--- config.mk ---
export PLATFORM = sky130hd
export DESIGN_NAME = spcb_bank
export DESIGN_NICKNAME = d
export VERILOG_FILES = /design/src/rtl/spcb_pkg.sv /design/src/rtl/spcb_rate_lut.sv /design/src/rtl/spcb_bank.sv
export SDC_FILE = /design/constraint.sdc
export NUM_CORES = 1
export LEC_CHECK = 0
export BUFFER_PORTS_ARGS = -buffer_cell sky130_fd_sc_hd__buf_2
export CAP_MARGIN = 20
export CORE_UTILIZATION = 30
export CTS_BUF_LIST = sky130_fd_sc_hd__clkbuf_8
export CTS_CLUSTER_SIZE = 12
export DETAILED_ROUTE_END_ITERATION = 6
export HOLD_SLACK_MARGIN = 0.08
export SLEW_MARGIN = 20
export SYNTH_ARGS = -nofsm -noshare
export SYNTH_HDL_FRONTEND = slang
export SYNTH_SLANG_ARGS = --single-unit
export TNS_END_PERCENT = 20
--- constraint.sdc ---
create_clock -name ref_clk -period 6.75 [get_ports ref_clk]
set_clock_uncertainty 0.05 [all_clocks]
set_input_delay 1.0125 -clock ref_clk [delete_from_list [all_inputs] [get_ports ref_clk]]
set_output_delay 1.0125 -clock ref_clk [all_outputs]
set_load 0.01 [all_outputs]
--- src/rtl/spcb_pkg.sv ---
// package: offsets, field positions and reset values of the port two control bank
package spcb_pkg;
    localparam int ADDR_W = 8;
    localparam logic [ADDR_W-1:0] OFS_CONTROL_B = 8'h86;
    localparam logic [ADDR_W-1:0] OFS_DEFAULT_TAG = 8'h88;
    localparam logic [ADDR_W-1:0] OFS_CONTROL_C = 8'h8A;
    localparam logic [ADDR_W-1:0] OFS_INGRESS_RATE_LOW = 8'h8C;
    // control_b fields
    localparam int CB_VLAN_FILTER = 14;
    localparam int CB_NON_PORT_DEFAULT_VLAN_ID_DISCARD = 13;
    localparam int CB_FORCE_FLOW = 12;
    localparam int CB_BACK_PRESSURE = 11;
    localparam int CB_TX_ENABLE = 10;
    localparam int CB_RX_ENABLE = 9;
    localparam int CB_LEARN_DISABLE = 8;
    localparam int CB_MIRROR_DEST = 7;
    localparam int CB_RX_SNIFF = 6;
    localparam int CB_TX_SNIFF = 5;
    localparam int CB_PRIO_CEILING = 3;
    localparam int CB_MEMBER_HI = 2;
    localparam int CB_MEMBER_LO = 0;
    localparam logic [15:0] CONTROL_B_RESET = 16'h0607;
    // default tag fields
    localparam int DT_PRIO_HI = 15;
    localparam int DT_PRIO_LO = 13;
    localparam int DT_CFI = 12;
    localparam int DT_VID_HI = 11;
    localparam int DT_VID_LO = 0;
    localparam logic [15:0] DEFAULT_TAG_RESET = 16'h0001;
    // control_c fields; bits 15..5 read as zero
    localparam int CC_MODE_HI = 3;
    localparam int CC_MODE_LO = 2;
    localparam int CC_COUNT_IFG = 1;
    localparam int CC_COUNT_PREAMBLE = 0;
    localparam logic [15:0] CONTROL_C_WMASK = 16'h001F;
    localparam logic [15:0] CONTROL_C_RESET = 16'h0000;
    // ingress rate low fields
    localparam int IR_PRIO1_HI = 14;
    localparam int IR_PRIO1_LO = 8;
    localparam int IR_PRIO0_HI = 6;
    localparam int IR_PRIO0_LO = 0;
    localparam logic [15:0] INGRESS_RATE_RESET = 16'h0000;
    // port membership bit positions
    localparam int MEMBER_HOST = 2;
    localparam int MEMBER_SELF = 1;
    localparam int MEMBER_FIRST = 0;
    // rate overhead per frame
    localparam logic [11:0] IFG_BYTES = 12'h00C;
    localparam logic [11:0] PREAMBLE_BYTES = 12'h008;
    localparam logic [6:0] RATE_NO_LIMIT = 7'h00;
    typedef enum logic [1:0]
    {
        SPCB_LIMIT_ALL = 2'h0,
        SPCB_LIMIT_BMF = 2'h1,
        SPCB_LIMIT_BM = 2'h2,
        SPCB_LIMIT_B = 2'h3
    } spcb_limit_mode_t;
endpackage

--- src/rtl/spcb_rate_lut.sv ---
// lookup from seven-bit rate code to bandwidth in kbit/s
module spcb_rate_lut
    import spcb_pkg::*;
#(
    parameter logic [19:0] FULL_RATE_KBPS = 20'h186A0,
    parameter logic [19:0] STEP_KBPS = 20'h003E8
)
(
    input wire logic [6:0] rateCode,
    output logic [19:0] rateKbps,
    output logic rateLimited
);
    logic [26:0] product;
    always_comb
    begin
        product = 27'(rateCode) * 27'(STEP_KBPS);
        // zero code no limit
        rateLimited = (rateCode != RATE_NO_LIMIT);
        if (!rateLimited)
        begin
            rateKbps = FULL_RATE_KBPS;
        end
        else if (product > 27'(FULL_RATE_KBPS))
        begin
            rateKbps = FULL_RATE_KBPS;
        end
        else
        begin
            rateKbps = product[19:0];
        end
    end
endmodule

--- src/rtl/spcb_bank.sv ---
// port two control bank: registers and per-frame decisions they steer
// Operation
// filter ingress not in VLAN membership
// drop frames whose VID differs from default
// force flow control over negotiated result
// enable half-duplex back pressure
// transmit enable gates all transmission
// receive enable gates all reception
// learning disable stops source learning
// mirror destination sends monitored frames
// receive sniff marks and mirrors received
// transmit sniff marks and mirrors transmitted
// priority ceiling clamps to user priority
// membership bits select reachable ports
// default tag fields, VID resets 001
// default VID for untagged and null
// limit mode picks counted frame kinds
// inter-frame gap adds twelve bytes
// preamble adds eight bytes
// seven-bit limits for priority 0, 1
// zero rate code means no limit
// inserted tag carries ingress default VID
// rate codes map through separate table
module spcb_bank
    import spcb_pkg::*;
#(
    parameter logic [19:0] FULL_RATE_KBPS = 20'h186A0,
    parameter logic [19:0] STEP_KBPS = 20'h003E8
)
(
    input wire logic ref_clk,
    input wire logic reset_n,
    input wire logic [ADDR_W-1:0] regAddr,
    input wire logic regWrite,
    input wire logic regRead,
    input wire logic [1:0] regByteEn,
    input wire logic [15:0] regWdata,
    output logic [15:0] regRdata,
    output logic regRdValid,
    input wire logic negotiatedFlow,
    output logic flowControlOn,
    output logic backPressureOn,
    output logic [2:0] portMembership,
    input wire logic rxValid,
    input wire logic rxTagged,
    input wire logic [11:0] rxVid,
    input wire logic [2:0] rxPrio,
    input wire logic [2:0] rxVlanMembers,
    input wire logic rxBroadcast,
    input wire logic rxMulticast,
    input wire logic rxFlooded,
    input wire logic [10:0] rxLength,
    output logic rxDecValid,
    output logic rxDrop,
    output logic rxLearn,
    output logic rxMonitor,
    output logic [11:0] rxVidOut,
    output logic [2:0] rxPrioOut,
    output logic rxRateCounted,
    output logic [6:0] rxRateCode,
    output logic [19:0] rxRateKbps,
    output logic rxRateLimited,
    output logic [11:0] rxRateBytes,
    input wire logic txValid,
    input wire logic txMonitored,
    input wire logic [10:0] txLength,
    output logic txDecValid,
    output logic txSend,
    output logic txMirror,
    output logic [11:0] txRateBytes
);
    logic [15:0] controlB_q;
    logic [15:0] defaultTag_q;
    logic [15:0] controlC_q;
    logic [15:0] ingressRate_q;
    logic [15:0] byteMask;
    logic hitB;
    logic hitTag;
    logic hitC;
    logic hitRate;
    logic [11:0] port_default_vlan_id;
    logic [2:0] userPrio;
    logic [11:0] effVid;
    logic [2:0] effPrio;
    logic dropNow;
    logic countedNow;
    logic [6:0] codeNow;
    logic [11:0] overhead;
    logic [19:0] lutKbps;
    logic lutLimited;
    spcb_limit_mode_t limitMode;

    assign byteMask = {{8{regByteEn[1]}}, {8{regByteEn[0]}}};
    assign hitB = (regAddr == OFS_CONTROL_B);
    assign hitTag = (regAddr == OFS_DEFAULT_TAG);
    assign hitC = (regAddr == OFS_CONTROL_C);
    assign hitRate = (regAddr == OFS_INGRESS_RATE_LOW);
    // default tag fields
    assign port_default_vlan_id = defaultTag_q[DT_VID_HI:DT_VID_LO];
    assign userPrio = defaultTag_q[DT_PRIO_HI:DT_PRIO_LO];
    assign limitMode = spcb_limit_mode_t'(controlC_q[CC_MODE_HI:CC_MODE_LO]);

    // register writes with byte lanes
    always_ff @(posedge ref_clk)
    begin
        if (!reset_n)
        begin
            controlB_q <= CONTROL_B_RESET;
            defaultTag_q <= DEFAULT_TAG_RESET;
            controlC_q <= CONTROL_C_RESET;
            ingressRate_q <= INGRESS_RATE_RESET;
        end
        else if (regWrite)
        begin
            if (hitB)
            begin
                controlB_q <= (controlB_q & ~byteMask) | (regWdata & byteMask);
            end
            if (hitTag)
            begin
                defaultTag_q <= (defaultTag_q & ~byteMask) | (regWdata & byteMask);
            end
            if (hitC)
            begin
                controlC_q <= (controlC_q & ~(byteMask & CONTROL_C_WMASK))
                    | (regWdata & byteMask & CONTROL_C_WMASK);
            end
            if (hitRate)
            begin
                ingressRate_q <= (ingressRate_q & ~byteMask) | (regWdata & byteMask);
            end
        end
    end

    // read answer one cycle later; unmapped reads return zero
    always_ff @(posedge ref_clk)
    begin
        if (!reset_n)
        begin
            regRdata <= 16'h0000;
            regRdValid <= 1'b0;
        end
        else
        begin
            regRdValid <= regRead;
            if (regRead)
            begin
                regRdata <= hitB ? controlB_q : hitTag ? defaultTag_q :
                    hitC ? controlC_q : hitRate ? ingressRate_q : 16'h0000;
            end
        end
    end

    // port level controls
    always_ff @(posedge ref_clk)
    begin
        if (!reset_n)
        begin
            flowControlOn <= 1'b0;
            backPressureOn <= 1'b0;
            portMembership <= CONTROL_B_RESET[CB_MEMBER_HI:CB_MEMBER_LO];
        end
        else
        begin
            // force flow control
            flowControlOn <= controlB_q[CB_FORCE_FLOW] | negotiatedFlow;
            // back pressure enable
            backPressureOn <= controlB_q[CB_BACK_PRESSURE];
            // membership out
            portMembership <= controlB_q[CB_MEMBER_HI:CB_MEMBER_LO];
        end
    end

    always_comb
    begin
        // default VID substitution
        effVid = (!rxTagged || rxVid == 12'h000) ? port_default_vlan_id : rxVid;
        // priority ceiling
        effPrio = (controlB_q[CB_PRIO_CEILING] && rxPrio > userPrio) ? userPrio : rxPrio;
        // receive gate
        dropNow = !controlB_q[CB_RX_ENABLE];
        // ingress VLAN filter
        if (controlB_q[CB_VLAN_FILTER] && !rxVlanMembers[MEMBER_SELF])
        begin
            dropNow = 1'b1;
        end
        // non-default VID discard
        if (controlB_q[CB_NON_PORT_DEFAULT_VLAN_ID_DISCARD] && effVid != port_default_vlan_id)
        begin
            dropNow = 1'b1;
        end
        // limit mode select
        case (limitMode)
            SPCB_LIMIT_ALL: countedNow = 1'b1;
            SPCB_LIMIT_BMF: countedNow = rxBroadcast | rxMulticast | rxFlooded;
            SPCB_LIMIT_BM: countedNow = rxBroadcast | rxMulticast;
            SPCB_LIMIT_B: countedNow = rxBroadcast;
            default: countedNow = 1'b1;
        endcase
        // per-priority limit field
        case (effPrio)
            3'h0: codeNow = ingressRate_q[IR_PRIO0_HI:IR_PRIO0_LO];
            3'h1: codeNow = ingressRate_q[IR_PRIO1_HI:IR_PRIO1_LO];
            default: codeNow = RATE_NO_LIMIT;
        endcase
        // gap bytes, R17 preamble bytes
        overhead = (controlC_q[CC_COUNT_IFG] ? IFG_BYTES : 12'h000)
            + (controlC_q[CC_COUNT_PREAMBLE] ? PREAMBLE_BYTES : 12'h000);
    end

    // separate rate table
    spcb_rate_lut #(
        .FULL_RATE_KBPS(FULL_RATE_KBPS),
        .STEP_KBPS(STEP_KBPS)
    ) rateTable (
        .rateCode(codeNow),
        .rateKbps(lutKbps),
        .rateLimited(lutLimited)
    );

    // ingress decision, registered one cycle after rxValid
    always_ff @(posedge ref_clk)
    begin
        if (!reset_n)
        begin
            rxDecValid <= 1'b0;
            rxDrop <= 1'b0;
            rxLearn <= 1'b0;
            rxMonitor <= 1'b0;
            rxVidOut <= 12'h000;
            rxPrioOut <= 3'h0;
            rxRateCounted <= 1'b0;
            rxRateCode <= RATE_NO_LIMIT;
            rxRateKbps <= 20'h00000;
            rxRateLimited <= 1'b0;
            rxRateBytes <= 12'h000;
        end
        else
        begin
            rxDecValid <= rxValid;
            if (rxValid)
            begin
                rxDrop <= dropNow;
                // learning disable
                rxLearn <= !dropNow && !controlB_q[CB_LEARN_DISABLE];
                // receive sniff
                rxMonitor <= !dropNow && controlB_q[CB_RX_SNIFF];
                // tag VID for later insertion
                rxVidOut <= effVid;
                rxPrioOut <= effPrio;
                rxRateCounted <= countedNow;
                rxRateCode <= codeNow;
                // unlimited on zero
                rxRateKbps <= lutKbps;
                rxRateLimited <= countedNow && lutLimited;
                rxRateBytes <= 12'(rxLength) + overhead;
            end
        end
    end

    // egress decision, registered one cycle after txValid
    always_ff @(posedge ref_clk)
    begin
        if (!reset_n)
        begin
            txDecValid <= 1'b0;
            txSend <= 1'b0;
            txMirror <= 1'b0;
            txRateBytes <= 12'h000;
        end
        else
        begin
            txDecValid <= txValid;
            if (txValid)
            begin
                // transmit gate, R8 mirror destination
                txSend <= controlB_q[CB_TX_ENABLE]
                    && (!txMonitored || controlB_q[CB_MIRROR_DEST]);
                // transmit sniff
                txMirror <= controlB_q[CB_TX_ENABLE] && controlB_q[CB_TX_SNIFF];
                txRateBytes <= 12'(txLength) + overhead;
            end
        end
    end

    // checks
    rx_gate_a: assert property (@(posedge ref_clk) disable iff (!reset_n)
        rxValid && !controlB_q[CB_RX_ENABLE] |=> rxDecValid && rxDrop)
        else $error("reception not blocked");
    vlan_filter_a: assert property (@(posedge ref_clk) disable iff (!reset_n)
        rxValid && controlB_q[CB_VLAN_FILTER] && !rxVlanMembers[MEMBER_SELF] |=> rxDrop)
        else $error("non-member frame kept");
    port_default_vlan_id_discard_a: assert property (@(posedge ref_clk) disable iff (!reset_n)
        rxValid && controlB_q[CB_NON_PORT_DEFAULT_VLAN_ID_DISCARD] && rxTagged && rxVid != 12'h000
        && rxVid != port_default_vlan_id |=> rxDrop)
        else $error("foreign VID kept");
    null_vid_a: assert property (@(posedge ref_clk) disable iff (!reset_n)
        rxValid && (!rxTagged || rxVid == 12'h000) |=> rxVidOut == $past(port_default_vlan_id))
        else $error("default VID not applied");
    prio_ceiling_a: assert property (@(posedge ref_clk) disable iff (!reset_n)
        rxValid && controlB_q[CB_PRIO_CEILING] && rxPrio > userPrio
        |=> rxPrioOut == $past(userPrio))
        else $error("priority not clamped");
    learn_block_a: assert property (@(posedge ref_clk) disable iff (!reset_n)
        rxValid && controlB_q[CB_LEARN_DISABLE] |=> !rxLearn)
        else $error("learning while disabled");
    rate_bytes_a: assert property (@(posedge ref_clk) disable iff (!reset_n)
        rxValid && controlC_q[CC_COUNT_IFG] && controlC_q[CC_COUNT_PREAMBLE]
        |=> rxRateBytes == 12'($past(rxLength)) + 12'h014)
        else $error("overhead bytes wrong");
    tx_gate_a: assert property (@(posedge ref_clk) disable iff (!reset_n)
        txValid && !controlB_q[CB_TX_ENABLE] |=> txDecValid && !txSend && !txMirror)
        else $error("transmission not blocked");
    flow_force_a: assert property (@(posedge ref_clk) disable iff (!reset_n)
        controlB_q[CB_FORCE_FLOW] ##1 controlB_q[CB_FORCE_FLOW] |-> flowControlOn)
        else $error("flow control not forced");
    vid_reset_a: assert property (@(posedge ref_clk)
        !reset_n |=> defaultTag_q == DEFAULT_TAG_RESET)
        else $error("default tag reset wrong");
    zero_code_a: assert property (@(posedge ref_clk) disable iff (!reset_n)
        rxValid && codeNow == RATE_NO_LIMIT |=> !rxRateLimited && rxRateKbps == FULL_RATE_KBPS)
        else $error("zero code limited");
    sniff_rx_a: assert property (@(posedge ref_clk) disable iff (!reset_n)
        rxValid && !dropNow && controlB_q[CB_RX_SNIFF] |=> rxMonitor)
        else $error("received frame not monitored");
    mirror_dest_a: assert property (@(posedge ref_clk) disable iff (!reset_n)
        txValid && txMonitored && !controlB_q[CB_MIRROR_DEST] |=> txDecValid && !txSend)
        else $error("monitored frame sent by normal port");
    tx_sniff_a: assert property (@(posedge ref_clk) disable iff (!reset_n)
        txValid && controlB_q[CB_TX_ENABLE] && controlB_q[CB_TX_SNIFF] |=> txMirror)
        else $error("transmitted frame not mirrored");
    back_pressure_a: assert property (@(posedge ref_clk) disable iff (!reset_n)
        backPressureOn == $past(controlB_q[CB_BACK_PRESSURE]))
        else $error("back pressure not following control");
    membership_out_a: assert property (@(posedge ref_clk) disable iff (!reset_n)
        portMembership == $past(controlB_q[CB_MEMBER_HI:CB_MEMBER_LO]))
        else $error("membership not following control");
    limit_mode_a: assert property (@(posedge ref_clk) disable iff (!reset_n)
        rxValid && limitMode == SPCB_LIMIT_B && !rxBroadcast |=> !rxRateCounted)
        else $error("non-broadcast counted in broadcast mode");
    cov_drop_c: cover property (@(posedge ref_clk) disable iff (!reset_n) rxDecValid && rxDrop);
    cov_limit_c: cover property (@(posedge ref_clk) disable iff (!reset_n)
        rxDecValid && rxRateLimited);
    cov_mirror_c: cover property (@(posedge ref_clk) disable iff (!reset_n) txDecValid && txMirror);
    cov_read_c: cover property (@(posedge ref_clk) disable iff (!reset_n) regRdValid ##1 regRdValid);
endmodule

==> results.yml <==
synth:
  avgSynthCellArea_um2: 9.33
  synth.area.top_cells: "dfxtp_1 (39%), mux2i_1 (9.3%), ha_1 (7.9%)"
  synth_cells: 795
  async_flop_share: 0
  ys_seq_area_frac: 0.389
  ys_ff_latch: 144
  yosys_warnings: 0
  synth_top_area_share: 0.389
  synth_area_um2: 7420
  synth_ff_type: "dfxtp_1"
  yosys.cell_types.count: 54
  synth_edf_count: 0
  yosys.area.top_type: "dfxtp_1"
clock_network:
  numCtsBuffers: 17
  htree_levels: 4
  clock_path_buffers: 2
  cts.sinks: 144
  clockRootBuffer: "clkbuf_8"
  clk_pin_slew_ps: 90
  cts_tree: "done"
  clock_latency_ps: 440
global_route:
  grt_overflow_total: 0
  antenna_found_initial: 1
  grt-busiest-layer: "met2"
  grt_pass1_vias: 6139
  grtUsageMet3: 0.0432
  grt_max_degree: 83
  grt_first_pass_wirelength_um: 33300
  track_usage: 0.167
  grtUsageMet2: 0.270
  grt.met1_usage: 0.221
timing:
  slew-limit-headroom: 0.389
  min_period_ps: 6410
  finalHoldViolations: 0
  fmax_mhz: 156
  setup_ws_ps: 344
  setup_viol: 0
  fin_hold_ws_ps: 412
  min_period_over_period: 0.949
  maxSlewViolCount: 0
  worst_pin_slew_ps: 912
detailed_routing:
  wirelength_um: 20900
  via_per_inst: 4.80
  drt-initial-drc-count: 489
  wl_per_cell_um: 15.8
  drc_errors: 5
  num_vias: 6380
  antenna_left: 0
  first_pass_iters: 7
critical_path:
  path_max_fanout: 8
  worst_setup_path_start_kind: "input pin"
  required_ps: 7090
  worst_setup_path_end_kind: "register"
  r2r.worst_path.cells: 25
  path_class: "in2reg"
  r2r-end: "rxRateKbps[3]"
  reg2reg_slack_ps: 640
  cp.arrival_ps: 6740
die:
  die_area_um2: 25400
  die_x_um: 159
  fp.dieH_um: 159
  start_util: 0.305
  row_count: 57
  io_pins: 175
  core_um2: 24300
final_layout:
  post-route-util: 0.384
  syn2layout_area_growth_pct: 25.8
  fillers: 2501
  seqCellArea_um2: 2880
  multi_input_area_um2: 4250
  drive_gt1_frac: 0.268
  final_common_cell: "buf_2"
  layout_common_cells: "buf_2 (166), dfxtp_1 (144), nor2_1 (116)"
  layout.cells.non_filler: 1329
  final_nets: 1137
power_and_ir_drop:
  seqPwrFrac: 0.506
  leakagePower_nw: 4.54
  p_per_area_nw_per_um2: 188
  power.switching_mw: 0.462
  p_sw_frac: 0.263
  p_int_mw: 1.29
  pwr-share-comb: 0.096
  vdd_drop_max_mv: 0.0750
  clkPwrFrac: 0.398
status:
  status: "finished with violations"
  violations: "design-rule violations"
placement:
  place.gp.congestion: 0.817
  dp_slack_ps: -282
  dp_hpwl_um: 15900
  dp.cells: 1296
  numPortBuffers: 166
hold_path:
  hold_path.class: "reg2reg"
  min_path_cells: 2
job:
  cap_violations: 0
cells in the mapped netlist (4+ instances only):
cell type / instances
a211oi_1: 53
a21o_1: 4
a21oi_1: 28
a222oi_1: 11
a22o_1: 5
a22oi_1: 11
a31oi_1: 7
and2_1: 5
and3_1: 10
buf_1: 4
buf_4: 6
clkbuf_1: 35
dfxtp_1: 144
fa_1: 20
ha_1: 47
inv_1: 40
mux2i_1: 69
nand2_1: 46
nand2b_1: 13
nand3_1: 15
nor2_1: 117
nor2b_1: 6
nor3_1: 5
nor4_1: 8
o21ai_0: 15
xnor2_1: 18
xor2_1: 18
worst max path at each step:
stage	slack (ps)	start	end	cells past startpoint
finish	340	rxPrio[1]	rxRateKbps[3]	25
global route	-0.2	rxPrio[1]	rxRateKbps[3]	25
CTS	170	rxPrio[1]	rxRateKbps[14]	23
detailed placement	-280	rxPrio[1]	rxRateKbps[14]	23
global placement	-220	rxPrio[1]	rxRateKbps[14]	23
floorplan	30	rxPrio[1]	rxRateKbps[3]	22
cell type report:
type / count / area share
multi-input combinational: 567 / 0.455
sequential: 144 / 0.309
antenna: 1 / 0.000268
timing repair buffer: 221 / 0.133
inverter: 41 / 0.0166
tap: 324 / 0.0434
clock inverter: 12 / 0.0143
clock buffer: 19 / 0.0280
what timing repair did:
action                     CTS  global route
buffers inserted             0             1
hold buffers                 0             0
setup endpoints to repair    0            12
hold endpoints to repair     0             0
resized for setup            0             7
critical path: stages:
cell	delay, ps
buf_2	110
ha_1	290
nor2b_1	130
o21ai_0	100
a21oi_2	300
buf_4	170
nand2_1	70
o41ai_4	90
buf_4	180
a22oi_2	80
fa_1	530
inv_1	70
fa_1	500
inv_1	50
fa_1	470
fa_1	520
inv_1	50
ha_1	310
nor2_2	150
a211oi_2	70
or2_2	300
xor2_1	170
or3_4	380
o311ai_4	410
a32o_1	220
metal layers:
metal	share of wire	vias to the layer above
met4	0.014	0
li1	-	3179
met3	0.060	21
met5	0	-
met1	0.46	2998
met2	0.47	182
cells by family (layout without fill, tap and decap cells):
kind of cell	count (synthesis)	count (layout)	synth area share
AND/OR/NAND/NOR	235	235	0.142
adder cells (fa/ha/maj)	67	67	0.133
multiplexers	70	70	0.0946
AO/OA/AOI/OAI	153	153	0.149
buffers and inverters	89	293	0.0498
flip-flops	144	144	0.389
other	1	7	0.000506
XOR/XNOR	36	36	0.0425
per-stage QoR:
| stage | power, mW | TNS [ps] | cell area, um2 |
|---|---|---|---|
| detailed placement | 1.08 | -2360 | 8900 |
| CTS | 1.79 | 0 | 9300 |
| floorplan | 0.998 | 0 | 7470 |
| global route | 1.84 | -0.230 | 9340 |
| finish | 1.75 | 0 | 9340 |
| global placement | 1.08 | -1860 | 8900 |
power groups by stage:
stage | clock network [mW] | registers (mW) | logic [mW]
2_1_floorplan | 0 | 0.920 | 0.0777
3_3_place_gp | 0 | 0.907 | 0.169
3_5_place_dp | 0 | 0.908 | 0.169
4_1_cts | 0.728 | 0.888 | 0.170
5_1_grt | 0.763 | 0.891 | 0.185
6_report | 0.697 | 0.888 | 0.168
Power figures use the tool's default switching activity.
